**src/logic/gpps_pkg.sv**
```systemverilog
// Purpose: constants for the eight-pin port with pin sense
// Assumes: byte offsets of the port and mirror window, 8-bit data
// Notes: offsets, field positions and sense codes shared by the port, control memory and bench
// Function
// - reset leaves drivers off, inputs on
// - pin n owns drive-enable and level bit n
// - pin level synchronised into input value
// - set/clear ports change level bits
// - flip port or input write inverts level
// - drive-enable clear port makes pin input
// - drive-enable flip port inverts direction
// - per-pin control at 0x10 plus n
// - invert select inverts readback and output
// - invert change makes a visible edge
// - weak high resistor only when not driving
// - input-disabled freezes input value bit
// - mirror window behaves as regular copies
// - peripheral override per pin aspect
// - flag on sense match, irq while set and sense on
// - avoid invert and sense change together
// - pending sense may fire after re-enable
// - sense rewrite may drop pending request
// - clock-stopped wake on any-edge or low-level
// - partial pins need one-cycle pulse
// - three-cycle dead time after interrupt
// - level event equals pin xor invert when buffer on
// - write 1 clears flag
// - sense 0 disables irq, buffer on
package gpps_pkg;
  localparam logic [5:0] OFS_DIR      = 6'h00;
  localparam logic [5:0] OFS_DIR_SET  = 6'h01;
  localparam logic [5:0] OFS_DIR_CLR  = 6'h02;
  localparam logic [5:0] OFS_DIR_FLIP = 6'h03;
  localparam logic [5:0] OFS_OUT      = 6'h04;
  localparam logic [5:0] OFS_OUT_SET  = 6'h05;
  localparam logic [5:0] OFS_OUT_CLR  = 6'h06;
  localparam logic [5:0] OFS_OUT_FLIP = 6'h07;
  localparam logic [5:0] OFS_IN       = 6'h08;
  localparam logic [5:0] OFS_FLAGS    = 6'h09;
  localparam logic [5:0] OFS_PIN_CTRL = 6'h10;
  localparam logic [5:0] OFS_MIR_DIR  = 6'h20;
  localparam logic [5:0] OFS_MIR_OUT  = 6'h21;
  localparam logic [5:0] OFS_MIR_IN   = 6'h22;
  localparam logic [5:0] OFS_MIR_FLG  = 6'h23;
  localparam int          INV_BIT     = 7;
  localparam int          PULL_BIT    = 3;
  localparam logic [7:0]  CTRL_MASK   = 8'h8F;
  localparam logic [7:0]  RST_BYTE    = 8'h00;
  localparam int          DEAD_CYC    = 3;
  typedef enum logic [2:0]
  {
    SENSE_OFF  = 3'b000,
    SENSE_ANY  = 3'b001,
    SENSE_RISE = 3'b010,
    SENSE_FALL = 3'b011,
    SENSE_NOIN = 3'b100,
    SENSE_LOW  = 3'b101
  } gpps_sense_e;
endpackage

```
**src/logic/gpps_ctrl_mem.sv**
```systemverilog
// Purpose: per-pin control storage with registered read
// Assumes: one write or read per cycle
// Notes: all entries also exposed in parallel for the pin logic
`timescale 1ns/1ns
`default_nettype none
module gpps_ctrl_mem #(
  parameter int PINS = 8
) (
  // clock and reset
  input  wire logic              clk,
  input  wire logic              rst_b,
  // access
  input  wire logic              we,
  input  wire logic [2:0]        addr,
  input  wire logic [7:0]        wdata,
  output logic      [7:0]        rdata_q,
  // parallel view
  output logic      [PINS*8-1:0] all_q
);
  genvar g;
  generate
    for (g = 0; g < PINS; g++)
    begin : g_ent
      always_ff @(posedge clk or negedge rst_b)
      begin
        if (!rst_b)
          all_q[g*8 +: 8] <= gpps_pkg::RST_BYTE;
        else if (we && addr == 3'(g))
          all_q[g*8 +: 8] <= wdata & gpps_pkg::CTRL_MASK;
      end
    end
  endgenerate

  always_ff @(posedge clk or negedge rst_b)
  begin
    if (!rst_b)
      rdata_q <= gpps_pkg::RST_BYTE;
    else
      rdata_q <= all_q[addr*8 +: 8];
  end
endmodule
`default_nettype wire

```
**src/logic/gpps_port.sv**
```systemverilog
// Purpose: eight-pin general purpose port with pin sense and events
// Assumes: pins asynchronous to clk; override inputs from on-chip logic on clk
// Notes: read data valid the cycle after the read strobe only
`timescale 1ns/1ns
`default_nettype none
module gpps_port #(
  parameter int PINS = 8
) (
  // clock and reset
  input  wire logic            clk,
  input  wire logic            rst_b,
  // register port
  input  wire logic [5:0]      addr,
  input  wire logic [7:0]      wdata,
  input  wire logic            wr,
  input  wire logic            rd,
  output logic      [7:0]      rdata_q,
  // pins
  input  wire logic [PINS-1:0] pin_i,
  output logic      [PINS-1:0] pin_o,
  output logic      [PINS-1:0] pin_oe,
  output logic      [PINS-1:0] pull_en,
  output logic      [PINS-1:0] inbuf_en,
  // peripheral override
  input  wire logic [PINS-1:0] ovr_oe_en,
  input  wire logic [PINS-1:0] ovr_oe,
  input  wire logic [PINS-1:0] ovr_lvl_en,
  input  wire logic [PINS-1:0] ovr_lvl,
  // interrupt and wake
  output logic                 irq_q,
  output logic      [PINS-1:0] wake_q,
  // level events
  output logic      [PINS-1:0] event_q
);
  logic [PINS-1:0]   dir_q;
  logic [PINS-1:0]   out_q;
  logic [PINS-1:0]   in_q;
  logic [PINS-1:0]   flag_q;
  logic [PINS-1:0]   sync1_q;
  logic [PINS-1:0]   sync2_q;
  logic [PINS-1:0]   prev_q;
  logic [PINS-1:0]   hit;
  logic [PINS-1:0]   inv;
  logic [PINS-1:0]   noin;
  logic [PINS-1:0]   sense_on;
  logic [PINS*8-1:0] ctrl_all;
  logic              ctrl_we;
  logic [1:0]        dead_q [PINS];

  // any write inside the control block goes to the control memory
  assign ctrl_we = wr && addr[5:3] == gpps_pkg::OFS_PIN_CTRL[5:3];

  gpps_ctrl_mem #(
    .PINS    (PINS)
  ) u_ctrl (
    .clk     (clk),
    .rst_b   (rst_b),
    .we      (ctrl_we),
    .addr    (addr[2:0]),
    .wdata   (wdata),
    .rdata_q (),
    .all_q   (ctrl_all)
  );

  // drive enable
  always_ff @(posedge clk or negedge rst_b)
  begin
    if (!rst_b)
      dir_q <= gpps_pkg::RST_BYTE;
    else if (wr)
    begin
      case (addr)
        gpps_pkg::OFS_DIR, gpps_pkg::OFS_MIR_DIR: dir_q <= wdata;
        gpps_pkg::OFS_DIR_SET:  dir_q <= dir_q | wdata;
        gpps_pkg::OFS_DIR_CLR:  dir_q <= dir_q & ~wdata;
        gpps_pkg::OFS_DIR_FLIP: dir_q <= dir_q ^ wdata;
        default:                dir_q <= dir_q;
      endcase
    end
  end

  // output level; stored as written, inversion applied at the pin
  always_ff @(posedge clk or negedge rst_b)
  begin
    if (!rst_b)
      out_q <= gpps_pkg::RST_BYTE;
    else if (wr)
    begin
      case (addr)
        gpps_pkg::OFS_OUT, gpps_pkg::OFS_MIR_OUT: out_q <= wdata;
        gpps_pkg::OFS_OUT_SET:  out_q <= out_q | wdata;
        gpps_pkg::OFS_OUT_CLR:  out_q <= out_q & ~wdata;
        gpps_pkg::OFS_OUT_FLIP, gpps_pkg::OFS_IN, gpps_pkg::OFS_MIR_IN:
          out_q <= out_q ^ wdata;
        default:                out_q <= out_q;
      endcase
    end
  end

  genvar g;
  generate
    for (g = 0; g < PINS; g++)
    begin : g_pin
      assign inv[g]  = ctrl_all[g*8 + gpps_pkg::INV_BIT];
      assign noin[g] = ctrl_all[g*8 +: 3] == gpps_pkg::SENSE_NOIN;
      assign sense_on[g] = ctrl_all[g*8 +: 3] != gpps_pkg::SENSE_OFF
                           && !noin[g];

      // two-stage synchroniser; halts with the clock, frozen when input is off
      always_ff @(posedge clk or negedge rst_b)
      begin
        if (!rst_b)
        begin
          sync1_q[g] <= 1'b0;
          sync2_q[g] <= 1'b0;
        end
        else if (!noin[g])
        begin
          sync1_q[g] <= pin_i[g];
          sync2_q[g] <= sync1_q[g];
        end
      end

      // inverted readback; an invert change looks like a pin edge
      always_ff @(posedge clk or negedge rst_b)
      begin
        if (!rst_b)
        begin
          in_q[g]   <= 1'b0;
          prev_q[g] <= 1'b0;
        end
        else
        begin
          in_q[g]   <= noin[g] ? in_q[g] : sync2_q[g] ^ inv[g];
          prev_q[g] <= in_q[g];
        end
      end

      // sense match; pending state survives input disable (frozen in_q)
      always_comb
      begin
        case (gpps_pkg::gpps_sense_e'(ctrl_all[g*8 +: 3]))
          gpps_pkg::SENSE_ANY:  hit[g] = in_q[g] != prev_q[g];
          gpps_pkg::SENSE_RISE: hit[g] = in_q[g] && !prev_q[g];
          gpps_pkg::SENSE_FALL: hit[g] = !in_q[g] && prev_q[g];
          gpps_pkg::SENSE_LOW:  hit[g] = !in_q[g];
          default:              hit[g] = 1'b0;
        endcase
      end

      // dead time after each raised interrupt
      always_ff @(posedge clk or negedge rst_b)
      begin
        if (!rst_b)
          dead_q[g] <= 2'd0;
        else if (hit[g] && dead_q[g] == 2'd0)
          dead_q[g] <= 2'(gpps_pkg::DEAD_CYC);
        else if (dead_q[g] != 2'd0)
          dead_q[g] <= dead_q[g] - 2'd1;
      end

      // flag: set wins over the software clear
      always_ff @(posedge clk or negedge rst_b)
      begin
        if (!rst_b)
          flag_q[g] <= 1'b0;
        else if (hit[g] && dead_q[g] == 2'd0)
          flag_q[g] <= 1'b1;
        else if (wr && wdata[g] && (addr == gpps_pkg::OFS_FLAGS
                                    || addr == gpps_pkg::OFS_MIR_FLG))
          flag_q[g] <= 1'b0;
      end

      // wake: any-edge and low-level are the clock-free choices
      always_ff @(posedge clk or negedge rst_b)
      begin
        if (!rst_b)
          wake_q[g] <= 1'b0;
        else
          wake_q[g] <= ctrl_all[g*8 +: 3] == gpps_pkg::SENSE_ANY
                       || ctrl_all[g*8 +: 3] == gpps_pkg::SENSE_LOW;
      end

      // pin drive with per-aspect override
      always_ff @(posedge clk or negedge rst_b)
      begin
        if (!rst_b)
        begin
          pin_oe[g]   <= 1'b0;
          pin_o[g]    <= 1'b0;
          pull_en[g]  <= 1'b0;
          inbuf_en[g] <= 1'b1;
          event_q[g]  <= 1'b0;
        end
        else
        begin
          pin_oe[g]   <= ovr_oe_en[g] ? ovr_oe[g] : dir_q[g];
          pin_o[g]    <= ovr_lvl_en[g] ? ovr_lvl[g] : out_q[g] ^ inv[g];
          pull_en[g]  <= ctrl_all[g*8 + gpps_pkg::PULL_BIT]
                         && !(ovr_oe_en[g] ? ovr_oe[g] : dir_q[g]);
          inbuf_en[g] <= !noin[g];
          event_q[g]  <= noin[g] ? 1'b0 : sync2_q[g] ^ inv[g];
        end
      end

      a_flag_clear: assert property (@(posedge clk) disable iff (!rst_b)
        $past(flag_q[g]) && !$past(hit[g]) && $past(wr) && $past(wdata[g])
        && $past(addr) == gpps_pkg::OFS_FLAGS |-> !flag_q[g])
        else $error("flag not cleared by write one");
      a_dead_time: assert property (@(posedge clk) disable iff (!rst_b)
        $rose(flag_q[g]) |-> dead_q[g] == 2'd3)
        else $error("dead time not armed");
      a_pull_off: assert property (@(posedge clk) disable iff (!rst_b)
        pin_oe[g] |-> !pull_en[g])
        else $error("pull active while driving");
      a_event_off: assert property (@(posedge clk) disable iff (!rst_b)
        !inbuf_en[g] |-> !event_q[g])
        else $error("event high with buffer off");
      a_in_frozen: assert property (@(posedge clk) disable iff (!rst_b)
        noin[g] && $past(noin[g]) |-> $stable(in_q[g]))
        else $error("input value moved while disabled");
      a_sync_hold: assert property (@(posedge clk) disable iff (!rst_b)
        noin[g] |=> $stable(sync2_q[g]))
        else $error("synchroniser ran while input disabled");
      a_inbuf_off: assert property (@(posedge clk) disable iff (!rst_b)
        noin[g] |=> !inbuf_en[g])
        else $error("input buffer left on");
      a_dead_hold: assert property (@(posedge clk) disable iff (!rst_b)
        dead_q[g] != 2'h0 |=> !$rose(flag_q[g]))
        else $error("flag rose inside dead time");
      a_flag_set: assert property (@(posedge clk) disable iff (!rst_b)
        hit[g] && dead_q[g] == 2'h0 |=> flag_q[g])
        else $error("sense match did not set flag");
      a_flag_keep: assert property (@(posedge clk) disable iff (!rst_b)
        flag_q[g] && !(wr && wdata[g] && (addr == gpps_pkg::OFS_FLAGS
        || addr == gpps_pkg::OFS_MIR_FLG)) |=> flag_q[g])
        else $error("flag lost without write one");
      a_mir_clear: assert property (@(posedge clk) disable iff (!rst_b)
        wr && wdata[g] && addr == gpps_pkg::OFS_MIR_FLG && !hit[g] |=> !flag_q[g])
        else $error("mirror flag clear failed");
      a_pin_drive: assert property (@(posedge clk) disable iff (!rst_b)
        !ovr_oe_en[g] |=> pin_oe[g] == $past(dir_q[g]))
        else $error("pin drive does not follow drive enable");
      a_ovr_drive: assert property (@(posedge clk) disable iff (!rst_b)
        ovr_oe_en[g] |=> pin_oe[g] == $past(ovr_oe[g]))
        else $error("override drive not applied");
      a_pin_level: assert property (@(posedge clk) disable iff (!rst_b)
        !ovr_lvl_en[g] |=> pin_o[g] == ($past(out_q[g]) ^ $past(inv[g])))
        else $error("pin level not stored level with invert");
      a_pull_on: assert property (@(posedge clk) disable iff (!rst_b)
        ctrl_all[g*8 + gpps_pkg::PULL_BIT] && !ovr_oe_en[g] && !dir_q[g] |=> pull_en[g])
        else $error("pull missing on undriven pin");
      a_event_level: assert property (@(posedge clk) disable iff (!rst_b)
        !noin[g] |=> event_q[g] == ($past(sync2_q[g]) ^ $past(inv[g])))
        else $error("event does not follow pin");
      a_sense_off: assert property (@(posedge clk) disable iff (!rst_b)
        ctrl_all[g*8 +: 3] == gpps_pkg::SENSE_OFF |-> !hit[g])
        else $error("match with sense off");
      a_wake_low: assert property (@(posedge clk) disable iff (!rst_b)
        ctrl_all[g*8 +: 3] == gpps_pkg::SENSE_LOW |=> wake_q[g])
        else $error("low level sense not marked for wake");
      a_wake_rise: assert property (@(posedge clk) disable iff (!rst_b)
        ctrl_all[g*8 +: 3] == gpps_pkg::SENSE_RISE |=> !wake_q[g])
        else $error("rising sense marked for wake");
    end
  endgenerate

  // irq only while an enabled pin's flag is set
  always_ff @(posedge clk or negedge rst_b)
  begin
    if (!rst_b)
      irq_q <= 1'b0;
    else
      irq_q <= |(flag_q & sense_on);
  end

  // read data straight from one flop; zero outside the cycle after a read
  always_ff @(posedge clk or negedge rst_b)
  begin
    if (!rst_b)
      rdata_q <= gpps_pkg::RST_BYTE;
    else if (!rd)
      rdata_q <= 8'h00;
    else
    begin
      case (addr)
        gpps_pkg::OFS_DIR, gpps_pkg::OFS_DIR_SET, gpps_pkg::OFS_DIR_CLR,
        gpps_pkg::OFS_DIR_FLIP, gpps_pkg::OFS_MIR_DIR: rdata_q <= dir_q;
        gpps_pkg::OFS_OUT, gpps_pkg::OFS_OUT_SET, gpps_pkg::OFS_OUT_CLR,
        gpps_pkg::OFS_OUT_FLIP, gpps_pkg::OFS_MIR_OUT: rdata_q <= out_q;
        gpps_pkg::OFS_IN, gpps_pkg::OFS_MIR_IN:   rdata_q <= in_q;
        gpps_pkg::OFS_FLAGS, gpps_pkg::OFS_MIR_FLG: rdata_q <= flag_q;
        // control bytes come from the parallel view, so no second read stage
        default:
          rdata_q <= addr[5:3] == gpps_pkg::OFS_PIN_CTRL[5:3]
                     ? ctrl_all[addr[2:0]*8 +: 8] : 8'h00;
      endcase
    end
  end

  a_dir_clear: assert property (@(posedge clk) disable iff (!rst_b)
    wr && addr == gpps_pkg::OFS_DIR_CLR && wdata[0] |=> !dir_q[0] ##1 !pin_oe[0]
    || ovr_oe_en[0])
    else $error("drive enable clear failed");
  a_irq_flag: assert property (@(posedge clk) disable iff (!rst_b)
    |(flag_q & sense_on) |=> irq_q)
    else $error("irq not raised for set flag");
  a_out_flip: assert property (@(posedge clk) disable iff (!rst_b)
    wr && addr == gpps_pkg::OFS_IN |=> out_q == ($past(out_q) ^ $past(wdata)))
    else $error("input write did not flip level");

  // irq low without an enabled flag; register port effects, one cycle after the strobe
  a_irq_low: assert property (@(posedge clk) disable iff (!rst_b)
    !(|(flag_q & sense_on)) |=> !irq_q)
    else $error("irq raised without enabled flag");
  a_dir_wr: assert property (@(posedge clk) disable iff (!rst_b)
    wr && addr == gpps_pkg::OFS_DIR |=> dir_q == $past(wdata))
    else $error("drive enable write lost");
  a_dir_set: assert property (@(posedge clk) disable iff (!rst_b)
    wr && addr == gpps_pkg::OFS_DIR_SET |=> dir_q == ($past(dir_q) | $past(wdata)))
    else $error("drive enable set failed");
  a_dir_flip: assert property (@(posedge clk) disable iff (!rst_b)
    wr && addr == gpps_pkg::OFS_DIR_FLIP |=> dir_q == ($past(dir_q) ^ $past(wdata)))
    else $error("drive enable flip failed");
  a_out_set: assert property (@(posedge clk) disable iff (!rst_b)
    wr && addr == gpps_pkg::OFS_OUT_SET |=> out_q == ($past(out_q) | $past(wdata)))
    else $error("level set failed");
  a_out_clr: assert property (@(posedge clk) disable iff (!rst_b)
    wr && addr == gpps_pkg::OFS_OUT_CLR |=> out_q == ($past(out_q) & ~$past(wdata)))
    else $error("level clear failed");
  a_rd_dir: assert property (@(posedge clk) disable iff (!rst_b)
    rd && addr == gpps_pkg::OFS_MIR_DIR |=> rdata_q == $past(dir_q))
    else $error("mirror drive enable read wrong");
  a_rd_out: assert property (@(posedge clk) disable iff (!rst_b)
    rd && addr == gpps_pkg::OFS_OUT |=> rdata_q == $past(out_q))
    else $error("level read wrong");
  a_rd_in: assert property (@(posedge clk) disable iff (!rst_b)
    rd && addr == gpps_pkg::OFS_MIR_IN |=> rdata_q == $past(in_q))
    else $error("mirror input read wrong");
  a_rd_flags: assert property (@(posedge clk) disable iff (!rst_b)
    rd && addr == gpps_pkg::OFS_FLAGS |=> rdata_q == $past(flag_q))
    else $error("flag read wrong");
  a_rd_ctrl: assert property (@(posedge clk) disable iff (!rst_b)
    rd && addr == gpps_pkg::OFS_PIN_CTRL |=> rdata_q == $past(ctrl_all[7:0]))
    else $error("control read wrong");
endmodule
`default_nettype wire

```
**config.mk**
```make
export PLATFORM = sky130hd
export DESIGN_NAME = gpps_port
export DESIGN_NICKNAME = d
export VERILOG_FILES = /design/src/logic/gpps_pkg.sv /design/src/logic/gpps_ctrl_mem.sv /design/src/logic/gpps_port.sv
export SDC_FILE = /design/constraint.sdc
export NUM_CORES = 1
export LEC_CHECK = 0
export BUFFER_PORTS_ARGS = -buffer_cell sky130_fd_sc_hd__buf_2
export CAP_MARGIN = 10
export CORE_AREA = 4 4 139 154
export DETAILED_ROUTE_END_ITERATION = 10
export DIE_AREA = 0 0 143 158
export SETUP_SLACK_MARGIN = 0.02
export SYNTH_ARGS = -nofsm -noshare
export SYNTH_HDL_FRONTEND = slang
export SYNTH_SLANG_ARGS = --single-unit
```
**constraint.sdc**
```tcl
create_clock -name clk -period 3.1 [get_ports clk]
set_input_delay 0.62 -clock clk [delete_from_list [all_inputs] [get_ports clk]]
set_output_delay 0.62 -clock clk [all_outputs]
set_load 0.02 [all_outputs]
```
==> results of run 1 <==
-- worst reg2reg max path, cell delays in order (launching register included) --
cell	delay, ps
dfrtp_1	420
inv_1	100
ha_1	190
mux2_2	260
a22oi_1	130
o21ai_0	130
nand2b_1	200
mux2_2	270
-- worst min-delay path by stage --
stage	depth (start not counted)	start	slack, ps	to
after floorplan	0	rst_b	320	dead_q[0]
after global placement	0	in_q[6]	460	prev_q[6]
after detailed placement	0	in_q[0]	460	prev_q[0]
after CTS	1	rst_b	150	sync2_q[4]
after global routing	1	rst_b	180	sync2_q[4]
final	1	rst_b	140	sync2_q[4]
-- area by class of cell --
| type | instances | area [um^2] |
|---|---|---|
| multi-input cells | 463 | 3740 |
| clock inverters | 12 | 116 |
| flip-flops and latches | 169 | 4240 |
| fillers | 1802 | 9930 |
| clock buffers | 20 | 457 |
| well taps | 252 | 315 |
| inverters | 82 | 308 |
| repair buffers | 128 | 694 |
-- Yosys cell counts, types with 9 or more instances --
master    count
clkbuf_1      9
nor2b_1      10
nor2_1       43
nor3b_1      10
inv_1        81
mux2i_1      41
mux2_2       50
mux4_2       10
a21oi_1      18
a221oi_1     13
ha_1         56
dfrtp_1     161
o21ai_0      40
a22oi_1      18
nand2_1      57
xnor2_1      16
-- routing by layer --
metal  wire, um  up-vias  global-route usage [%]
met2      10200      172                    31.7
met5          0        -                       0
met3        996       34                    3.02
met4        437        0                    6.02
met1       9310     2995                    26.0
li1           -     2822                       -
-- stage by stage --
| stage | worst slack (ps) | std cells |
|---|---|---|
| finish | 719 | 1126 |
| global route | 546 | 1126 |
| CTS | 816 | 1126 |
| detailed placement | 351 | 1094 |
| global placement | 406 | 1094 |
| floorplan | 717 | 735 |
-- kinds of logic after synthesis --
| kind of cell | Yosys count | share of synthesized area, % |
|---|---|---|
| muxes | 101 | 14.3 |
| DFF | 169 | 50.5 |
| xor gates and xnor gates | 16 | 1.67 |
| buffers and inverters | 103 | 4.96 |
| and+or+nand+nor | 155 | 9.03 |
| adders and majority gates | 56 | 8.35 |
| AOI/OAI and AO/OA | 135 | 11.2 |
-- power groups by stage --
stage	clock, mW	sequential [mW]	combinational, mW
6_report	2.05	3.15	1.83
5_1_grt	2.19	3.22	2.10
4_1_cts	2.10	3.15	1.86
3_5_place_dp	0	3.19	1.84
3_3_place_gp	0	3.18	1.80
2_1_floorplan	0	3.21	1.19
-- placed cells by master, fill, tap and decap left out, drive strengths merged, types with 3 or more instances in the layout --
cell type | synthesis | layout
nor3b | 10 | 10
xnor2 | 16 | 16
a2bb2oi | 8 | 8
clkinvlp | 0 | 5
nor3 | 6 | 6
mux4 | 10 | 10
a222oi | 5 | 5
o22ai | 8 | 8
mux2i | 41 | 41
dfstp | 8 | 8
a22o | 7 | 7
clkbuf | 9 | 20
nor2 | 44 | 44
nor2b | 10 | 10
buf | 12 | 128
a221oi | 13 | 13
dfrtp | 161 | 161
inv | 81 | 84
nand3 | 7 | 7
clkinv | 1 | 4
nand2 | 57 | 57
o21ai | 49 | 49
nand2b | 4 | 4
nand4b | 3 | 3
a21oi | 18 | 18
mux2 | 50 | 50
ha | 56 | 56
a22oi | 18 | 18
==> flow_metrics.tcl, run 1 <==
set metrics [dict create \
    crit_end "out_q[2]" \
    drcViolationCount 0 \
    startpoint "addr[1]" \
    max_slew_margin_pct 20.0 \
    drv_slew 0 \
    first_iter_violations 433 \
    start_util_pct 42.4 \
    numCtsBuffers 17 \
    swShare_pct 32.8 \
    required_ps 3450 \
    place_area_mm2 0.00930 \
    power_mw 7.03 \
    cts_resized 0 \
    largest_reg_flops 40 \
    syn_avg_cell_area_um2 11.4 \
    critical_path_class "in2reg" \
    grt_pass1_vias 5995 \
    synth_cell_types 49 \
    finalSetupViolCount 0 \
    via_per_inst 5.35 \
    ys_ff_latch 169 \
    status "completed" \
    reg_top3 "u_ctrl.all_q: 40 flops, dead_q: 16 flops" \
    switchingPower_mw 2.30 \
    fin_util_pct 49.8 \
    path_clk_slew_ps 60 \
    max_slew.worst_pin.slew_ps 1190 \
    fmax_ghz 0.420 \
    vias 6023 \
    r2r_cells 7 \
    cellPowerDensity_mw_per_mm2 712 \
    layout-drive-gt1-share_pct 27.1 \
    r2r_slack_ps 1280 \
    pin_count 115 \
    hold_slack_ps 144 \
    p_comb_share_pct 26.0 \
    cts_tree "done" \
    num_rows 54 \
    cp.arrival_ps 2730 \
    synth_area_mm2 0.00839 \
    ant_nets 0 \
    synth_top_area_share_pct 48.0 \
    synth_area_leader_cell "dfrtp_1" \
    clock_path_buffers 2 \
    final_nets 975 \
    clockPowerShare_pct 29.2 \
    numPortBuffers 114 \
    antenna_found_initial 0 \
    peakVddDrop_mv 0.358 \
    r2r_end "dead_q[12]" \
    cp_top_family "compound AO/OA/AOI/OAI gates" \
    slowest_delay_ps 960 \
    grt-ovfl-total 0 \
    clock_skew_ps 9.13 \
    synth_edf_count 0 \
    drt-total-wl_um 20900 \
    fin_crit_ps 2380 \
    r2r-start "in_q[1]" \
    period_share_pct 76.8 \
    fp.dieW_um 143 \
    maxCapViolCount 0 \
    fp.dieH_um 158 \
    wl_per_cell_um 18.6 \
    crit_slowest_cell "o31ai_1" \
    h-tree-depth 4 \
    cp-start-kind "input port" \
    ys_dominant_reg_cell "dfrtp_1" \
    grt_max_degree 77 \
    fin_tns_setup_ps 0 \
    area_growth_pct 17.6 \
    finish.instance_area_mm2 0.00987 \
    synth_warnings 0 \
    path_max_fanout 16 \
    root_buffer "clkbuf_16" \
    cp.depth 7 \
    gp_congestion 0.836 \
    finalHoldViolations 0 \
    p_leak_nw 4.68 \
    async_reset_ff_share_pct 100 \
    clk_latency_ps 420 \
    n_antenna_cell 0 \
    rsz0062_at_grt "false" \
    grt_usage_pct 19.2 \
    hpwl_um 15400 \
    hold_class "in2async" \
    grt_first_pass_wirelength_um 33000 \
    seq_power_share_pct 44.8 \
    p_int_mw 4.72 \
    path_buf_inv 2 \
    synth_nets 849 \
    worst_setup_path_end_kind "flip-flop" \
    cts_hold_buf 0 \
    cp_cell_sequence "buf_2 -> buf_4 -> nor4b_1 -> a31oi_1 -> o31ai_1 -> a221oi_1 -> o21ai_1" \
    firstDrtPassIters 7 \
    synth.area.top_cells "dfrtp_1 48%, ha_1 8.3%, mux2_2 6.7%" \
    top_register "u_ctrl.all_q" \
    cts.sinks 169 \
    die_area_mm2 0.0226 \
    syn_inst 735 \
    seq_area_frac_synth_pct 50.5 \
    core_area_mm2 0.0198 \
    postCtsSetupBuffers 0 \
]
(Power assumes the default switching activity.)
==> run 2: changes to the inputs <==
Clock period 3.1 ns to 2.5 ns, I/O delays scaled along.
==> run 2 against run 1 <==
  * Routed wire length up 0.95%
  * Clock skew about the same
  * Core utilization up 1.1 points
  * Sequential share of layout area down 0.90 points
  * Sequential cell count unchanged
  * Worst hold slack worse by 78 ps
  * Cell area up 2.1%
  * First-iteration DRC count down 13%
  * Critical endpoint is now dead_q[2]
  * Register-to-register slack worse by 600 ps
  * Sequential power up 25%
  * Clock power up 30%
==> flow_metrics.tcl, run 2 (synthesis gave the netlist of run 1 again) <==
set metrics [dict create \
    worst_setup_path_end_kind "flip-flop" \
    fmax_ghz 0.549 \
    place_area_mm2 0.00949 \
    cts_resized 0 \
    area_growth_pct 20.1 \
    peakVddDrop_mv 0.548 \
    cellPowerDensity_mw_per_mm2 879 \
    final-seq-area_mm2 0.00424 \
    num_rows 54 \
    fin_tns_setup_ps 0 \
    largest_reg_flops 40 \
    max_slew_margin_pct 47.4 \
    core_area_mm2 0.0198 \
    layout-drive-gt1-share_pct 29.0 \
    final_common_cell "dfrtp_1" \
    drv_slew 0 \
    cp_cell_sequence "inv_1 -> ha_1 -> mux2_2 -> a22oi_1 -> o21ai_0 -> nand2b_1 -> mux2_2" \
    finalSetupViolCount 0 \
    period_share_pct 72.9 \
    rsz0062_at_grt "false" \
    ant_nets 0 \
    fp.dieW_um 143 \
    maxCapViolCount 0 \
    numPortBuffers 114 \
    wl_per_cell_um 18.4 \
    cp.depth 7 \
    finalHoldViolations 0 \
    final_nets 997 \
    first_iter_violations 376 \
    clk_latency_ps 430 \
    die_area_mm2 0.0226 \
    grt_first_pass_wirelength_um 33800 \
    crit_top_cell "mux2_2" \
    required_ps 2820 \
    drcViolationCount 0 \
    pin_count 115 \
    path_max_fanout 4 \
    cts.sinks 169 \
    hpwl_um 15800 \
    hold_slack_ps 66.0 \
    root_buffer "clkbuf_16" \
    dp_worst_setup_slack_ps 259 \
    firstDrtPassIters 6 \
    vias 6115 \
    max_slew.worst_pin.slew_ps 787 \
    crit_slowest_cell "dfrtp_1" \
    grt_max_degree 62 \
    h-tree-depth 4 \
    antenna_found_initial 0 \
    clock_path_buffers 2 \
    power_mw 8.86 \
    cp-start-kind "flip-flop" \
    grt-ovfl-total 0 \
    postCtsSetupBuffers 0 \
    cp.arrival_ps 2140 \
    path_clk_slew_ps 70 \
    cts_hold_buf 0 \
    via_per_inst 5.33 \
    start_util_pct 42.4 \
    path_buf_inv 1 \
    multiInputGateArea_mm2 0.00374 \
    r2r_cells 7 \
    critical_path_class "reg2reg" \
    p_leak_nw 4.82 \
    drt-total-wl_um 21100 \
    hold_class "in2async" \
    numCtsBuffers 17 \
    fin_crit_ps 1820 \
    cts_tree "done" \
    grt_pass1_vias 6154 \
    slowest_delay_ps 410 \
    cp_top_family "multiplexers" \
    layout_setup_ws_ps 678 \
    gp_congestion 0.862 \
    fillers 1793 \
    n_antenna_cell 0 \
    top_register "u_ctrl.all_q" \
    reg_top3 "u_ctrl.all_q: 40 flops, dead_q: 16 flops" \
    grt_usage_pct 19.6 \
    status "completed" \
    finish.instance_area_mm2 0.0101 \
    mostFrequentLayoutCells "161 x dfrtp_1, 113 x buf_2, 81 x inv_1, 57 x nand2_1, 56 x ha_1" \
    clock_skew_ps 9.08 \
    fp.dieH_um 158 \
]
[run 2: cell count changes in the layout (fill, tap and decap cells not counted), sizes merged]
cell | before | now
bufinv | 1 | 2
clkinv | 4 | 6
inv | 84 | 86
buf | 128 | 150
clkbuf | 20 | 17
clkinvlp | 5 | 3
[run 2: path summary, 6_finish.rpt]
kind | from | to | slack (ps)
max reg2reg | in_q[6] | dead_q[2] | 680
max in group asynchronous | rst_b | inbuf_en[1] | 1680
min in group clk | ovr_lvl_en[6] | pin_o[6] | 260
max | in_q[6] | dead_q[2] | 680
min reg2reg | in_q[6] | prev_q[6] | 470
min | rst_b | pin_oe[4] | 70
[run 2: cell type report]
cell class                      instances  area share [%]
Clock buffer                           17            4.22
Clock inverter                         15            1.68
Inverter                               82            3.05
Multi-Input combinational cell        463            37.1
Sequential cell                       169            42.1
Tap cell                              252            3.13
Timing Repair Buffer                  150            8.78
[run 2: metrics by stage]
step           util, %  instances
6_report          50.9       1148
3_3_place_gp      47.9       1116
5_1_grt           50.9       1148
2_1_floorplan        -        735
3_5_place_dp      47.9       1116
4_1_cts           50.9       1148
[run 2: routing by layer]
layer	GRT usage, %	wire length (um)
met3	4.17	1190
met4	8.01	632
met2	30.7	10000
met1	26.7	9300
met5	0	0
[run 2: power by group]
| part | switching [mW] | internal, mW | total [mW] |
|---|---|---|---|
| Sequential | 0.538 | 3.39 | 3.93 |
| Combinational | 1.22 | 1.05 | 2.27 |
| Clock | 1.17 | 1.49 | 2.66 |
| Total | 2.92 | 5.94 | 8.86 |
==> run 3: changes to the inputs <==
Clock period 2.5 ns to 1.88 ns, I/O delays scaled along.
==> run 3 against run 2 <==
  * Critical endpoint unchanged
  * Maximum frequency increased by 4.9%
  * Cell area increased by 4.8%
  * Clock power increased by 43%
  * Die area unchanged
==> flow_metrics.tcl, run 3 (synthesis gave the netlist of run 1 again) <==
set metrics [dict create \
    required_ps 2190 \
    path_max_fanout 4 \
    finalHoldViolations 0 \
    r2r_cells 7 \
    h-tree-depth 4 \
    final_common_cell "dfrtp_1" \
    antenna_found_initial 0 \
    hold_path_end "pin_o[4]" \
    whs_path_depth 2 \
    p_leak_nw 5.11 \
    crit_top_cell "mux2_2" \
    dp_worst_setup_slack_ps -452 \
    max_slew.worst_pin.slew_ps 816 \
    p_int_mw 8.39 \
    hp-start "ovr_lvl_en[4]" \
    fp.dieW_um 143 \
    ant_nets 0 \
    grt-ovfl-total 0 \
    cts.sinks 169 \
    grt_max_degree 41 \
    clock_path_buffers 2 \
    slowest_delay_ps 400 \
    path_buf_inv 1 \
    cp_cell_sequence "inv_1 -> ha_1 -> mux2_2 -> a22oi_1 -> o21ai_1 -> nand2b_1 -> mux2_2" \
    r2r_slack_ps 140 \
    cts_tree "done" \
    largest_reg_flops 40 \
    worst_setup_path_end_kind "flip-flop" \
    first_iter_violations 507 \
    start_util_pct 42.4 \
    switchingPower_mw 3.80 \
    finalSetupViolCount 0 \
    cp-start-kind "flip-flop" \
    wl_per_cell_um 18.0 \
    fillers 1763 \
    via_per_inst 5.22 \
    hold_class "in2reg" \
    grt_usage_pct 20.1 \
    numPortBuffers 114 \
    max_slew_margin_pct 45.5 \
    peakVddDrop_mv 0.680 \
    p_comb_share_pct 26.1 \
    period_share_pct 92.4 \
    num_rows 54 \
    reg_top3 "u_ctrl.all_q: 40 flops, dead_q: 16 flops" \
    fmax_ghz 0.576 \
    grt_pass1_vias 6564 \
    power_mw 12.2 \
    fin_tns_setup_ps 0 \
    firstDrtPassIters 6 \
    final_nets 1045 \
    critical_path_class "reg2reg" \
    status "completed" \
    clockPowerShare_pct 31.2 \
    cp_top_family "multiplexers" \
    pin_count 115 \
    numCtsBuffers 17 \
    clock_skew_ps 10.3 \
    layout_setup_ws_ps 144 \
    core_area_mm2 0.0198 \
    cp.arrival_ps 2050 \
    swShare_pct 31.2 \
    n_antenna_cell 0 \
    fin_crit_ps 1740 \
    r2r-start "in_q[6]" \
    top_register "u_ctrl.all_q" \
    drt-total-wl_um 21600 \
    area_growth_pct 25.8 \
    maxCapViolCount 0 \
    mostFrequentLayoutCells "160 x dfrtp_1, 113 x buf_2, 81 x inv_1, 77 x buf_4, 57 x nand2_1" \
    root_buffer "clkbuf_16" \
    vias 6241 \
    grt_first_pass_wirelength_um 34700 \
    layout-drive-gt1-share_pct 33.1 \
    fp.dieH_um 158 \
    gp_congestion 0.920 \
    cellPowerDensity_mw_per_mm2 1150 \
    die_area_mm2 0.0226 \
    hold_slack_ps 145 \
    hpwl_um 16500 \
    seq_power_share_pct 42.8 \
    path_clk_slew_ps 70 \
    r2r_end "dead_q[2]" \
    crit_slowest_cell "dfrtp_1" \
    rsz0062_at_grt "false" \
    drcViolationCount 0 \
    clk_latency_ps 430 \
    drv_slew 0 \
]
## run 3: worst register-to-register path, cell delays in order, from the launching register on
cell      delay, ps
dfrtp_1         400
inv_1            90
ha_1            190
mux2_2          250
a22oi_1         140
o21ai_1         100
nand2b_1        180
mux2_2          270
## run 3: per-layer routing
layer	up-vias	part of all wire [%]	routed length, um	global-route usage (%)
met2	188	47	10100	32.3
met3	30	6.4	1390	4.77
met1	3055	44	9520	26.4
met4	0	2.5	538	7.83
met5	-	0	0	0
li1	2968	-	-	-
## run 3: power groups by stage
stage	registers (mW)	clock network [mW]	logic [mW]
global placement	5.27	0	3.08
floorplan	5.29	0	1.97
CTS	5.22	3.88	3.20
finish	5.21	3.80	3.18
global route	5.32	4.03	3.65
detailed placement	5.28	0	3.17
## run 3: layout make-up
type	instances	area (um^2)	area share (%)
repair buffers	198	1280	12.2
multi-input cells	463	3760	35.6
flip-flops and latches	169	4240	40.2
inverters	82	308	2.92
clock inverters	10	164	1.55
well taps	252	315	2.99
clock buffers	22	484	4.59
## run 3: timing repair
item                       in CTS  in global routing
setup endpoints to repair       8                  2
buffers inserted                0                  3
hold buffers                    1                  0
hold endpoints to repair       31                  0
gates resized for setup         1                  2
## run 3: worst max-delay path by stage
| stage | from | end | slack (ps) | cells after the start |
|---|---|---|---|---|
| after floorplan | addr[5] | out_q[0] | -180 | 6 |
| after detailed placement | addr[2] | out_q[6] | -450 | 6 |
| after global placement | addr[2] | out_q[5] | -360 | 6 |
| after global routing | in_q[1] | dead_q[12] | 40 | 7 |
| final | in_q[6] | dead_q[2] | 140 | 7 |
| after CTS | in_q[1] | dead_q[12] | 70 | 7 |
## run 3: per-stage QoR
stage / cell area [um^2] / std cells / util [%]
6_report: 10600 / 1196 / 53.3
5_1_grt: 10600 / 1196 / 53.3
4_1_cts: 10500 / 1193 / 53.2
3_5_place_dp: 9870 / 1160 / 49.9
3_3_place_gp: 9870 / 1160 / 49.9
2_1_floorplan: 8440 / 735 / -
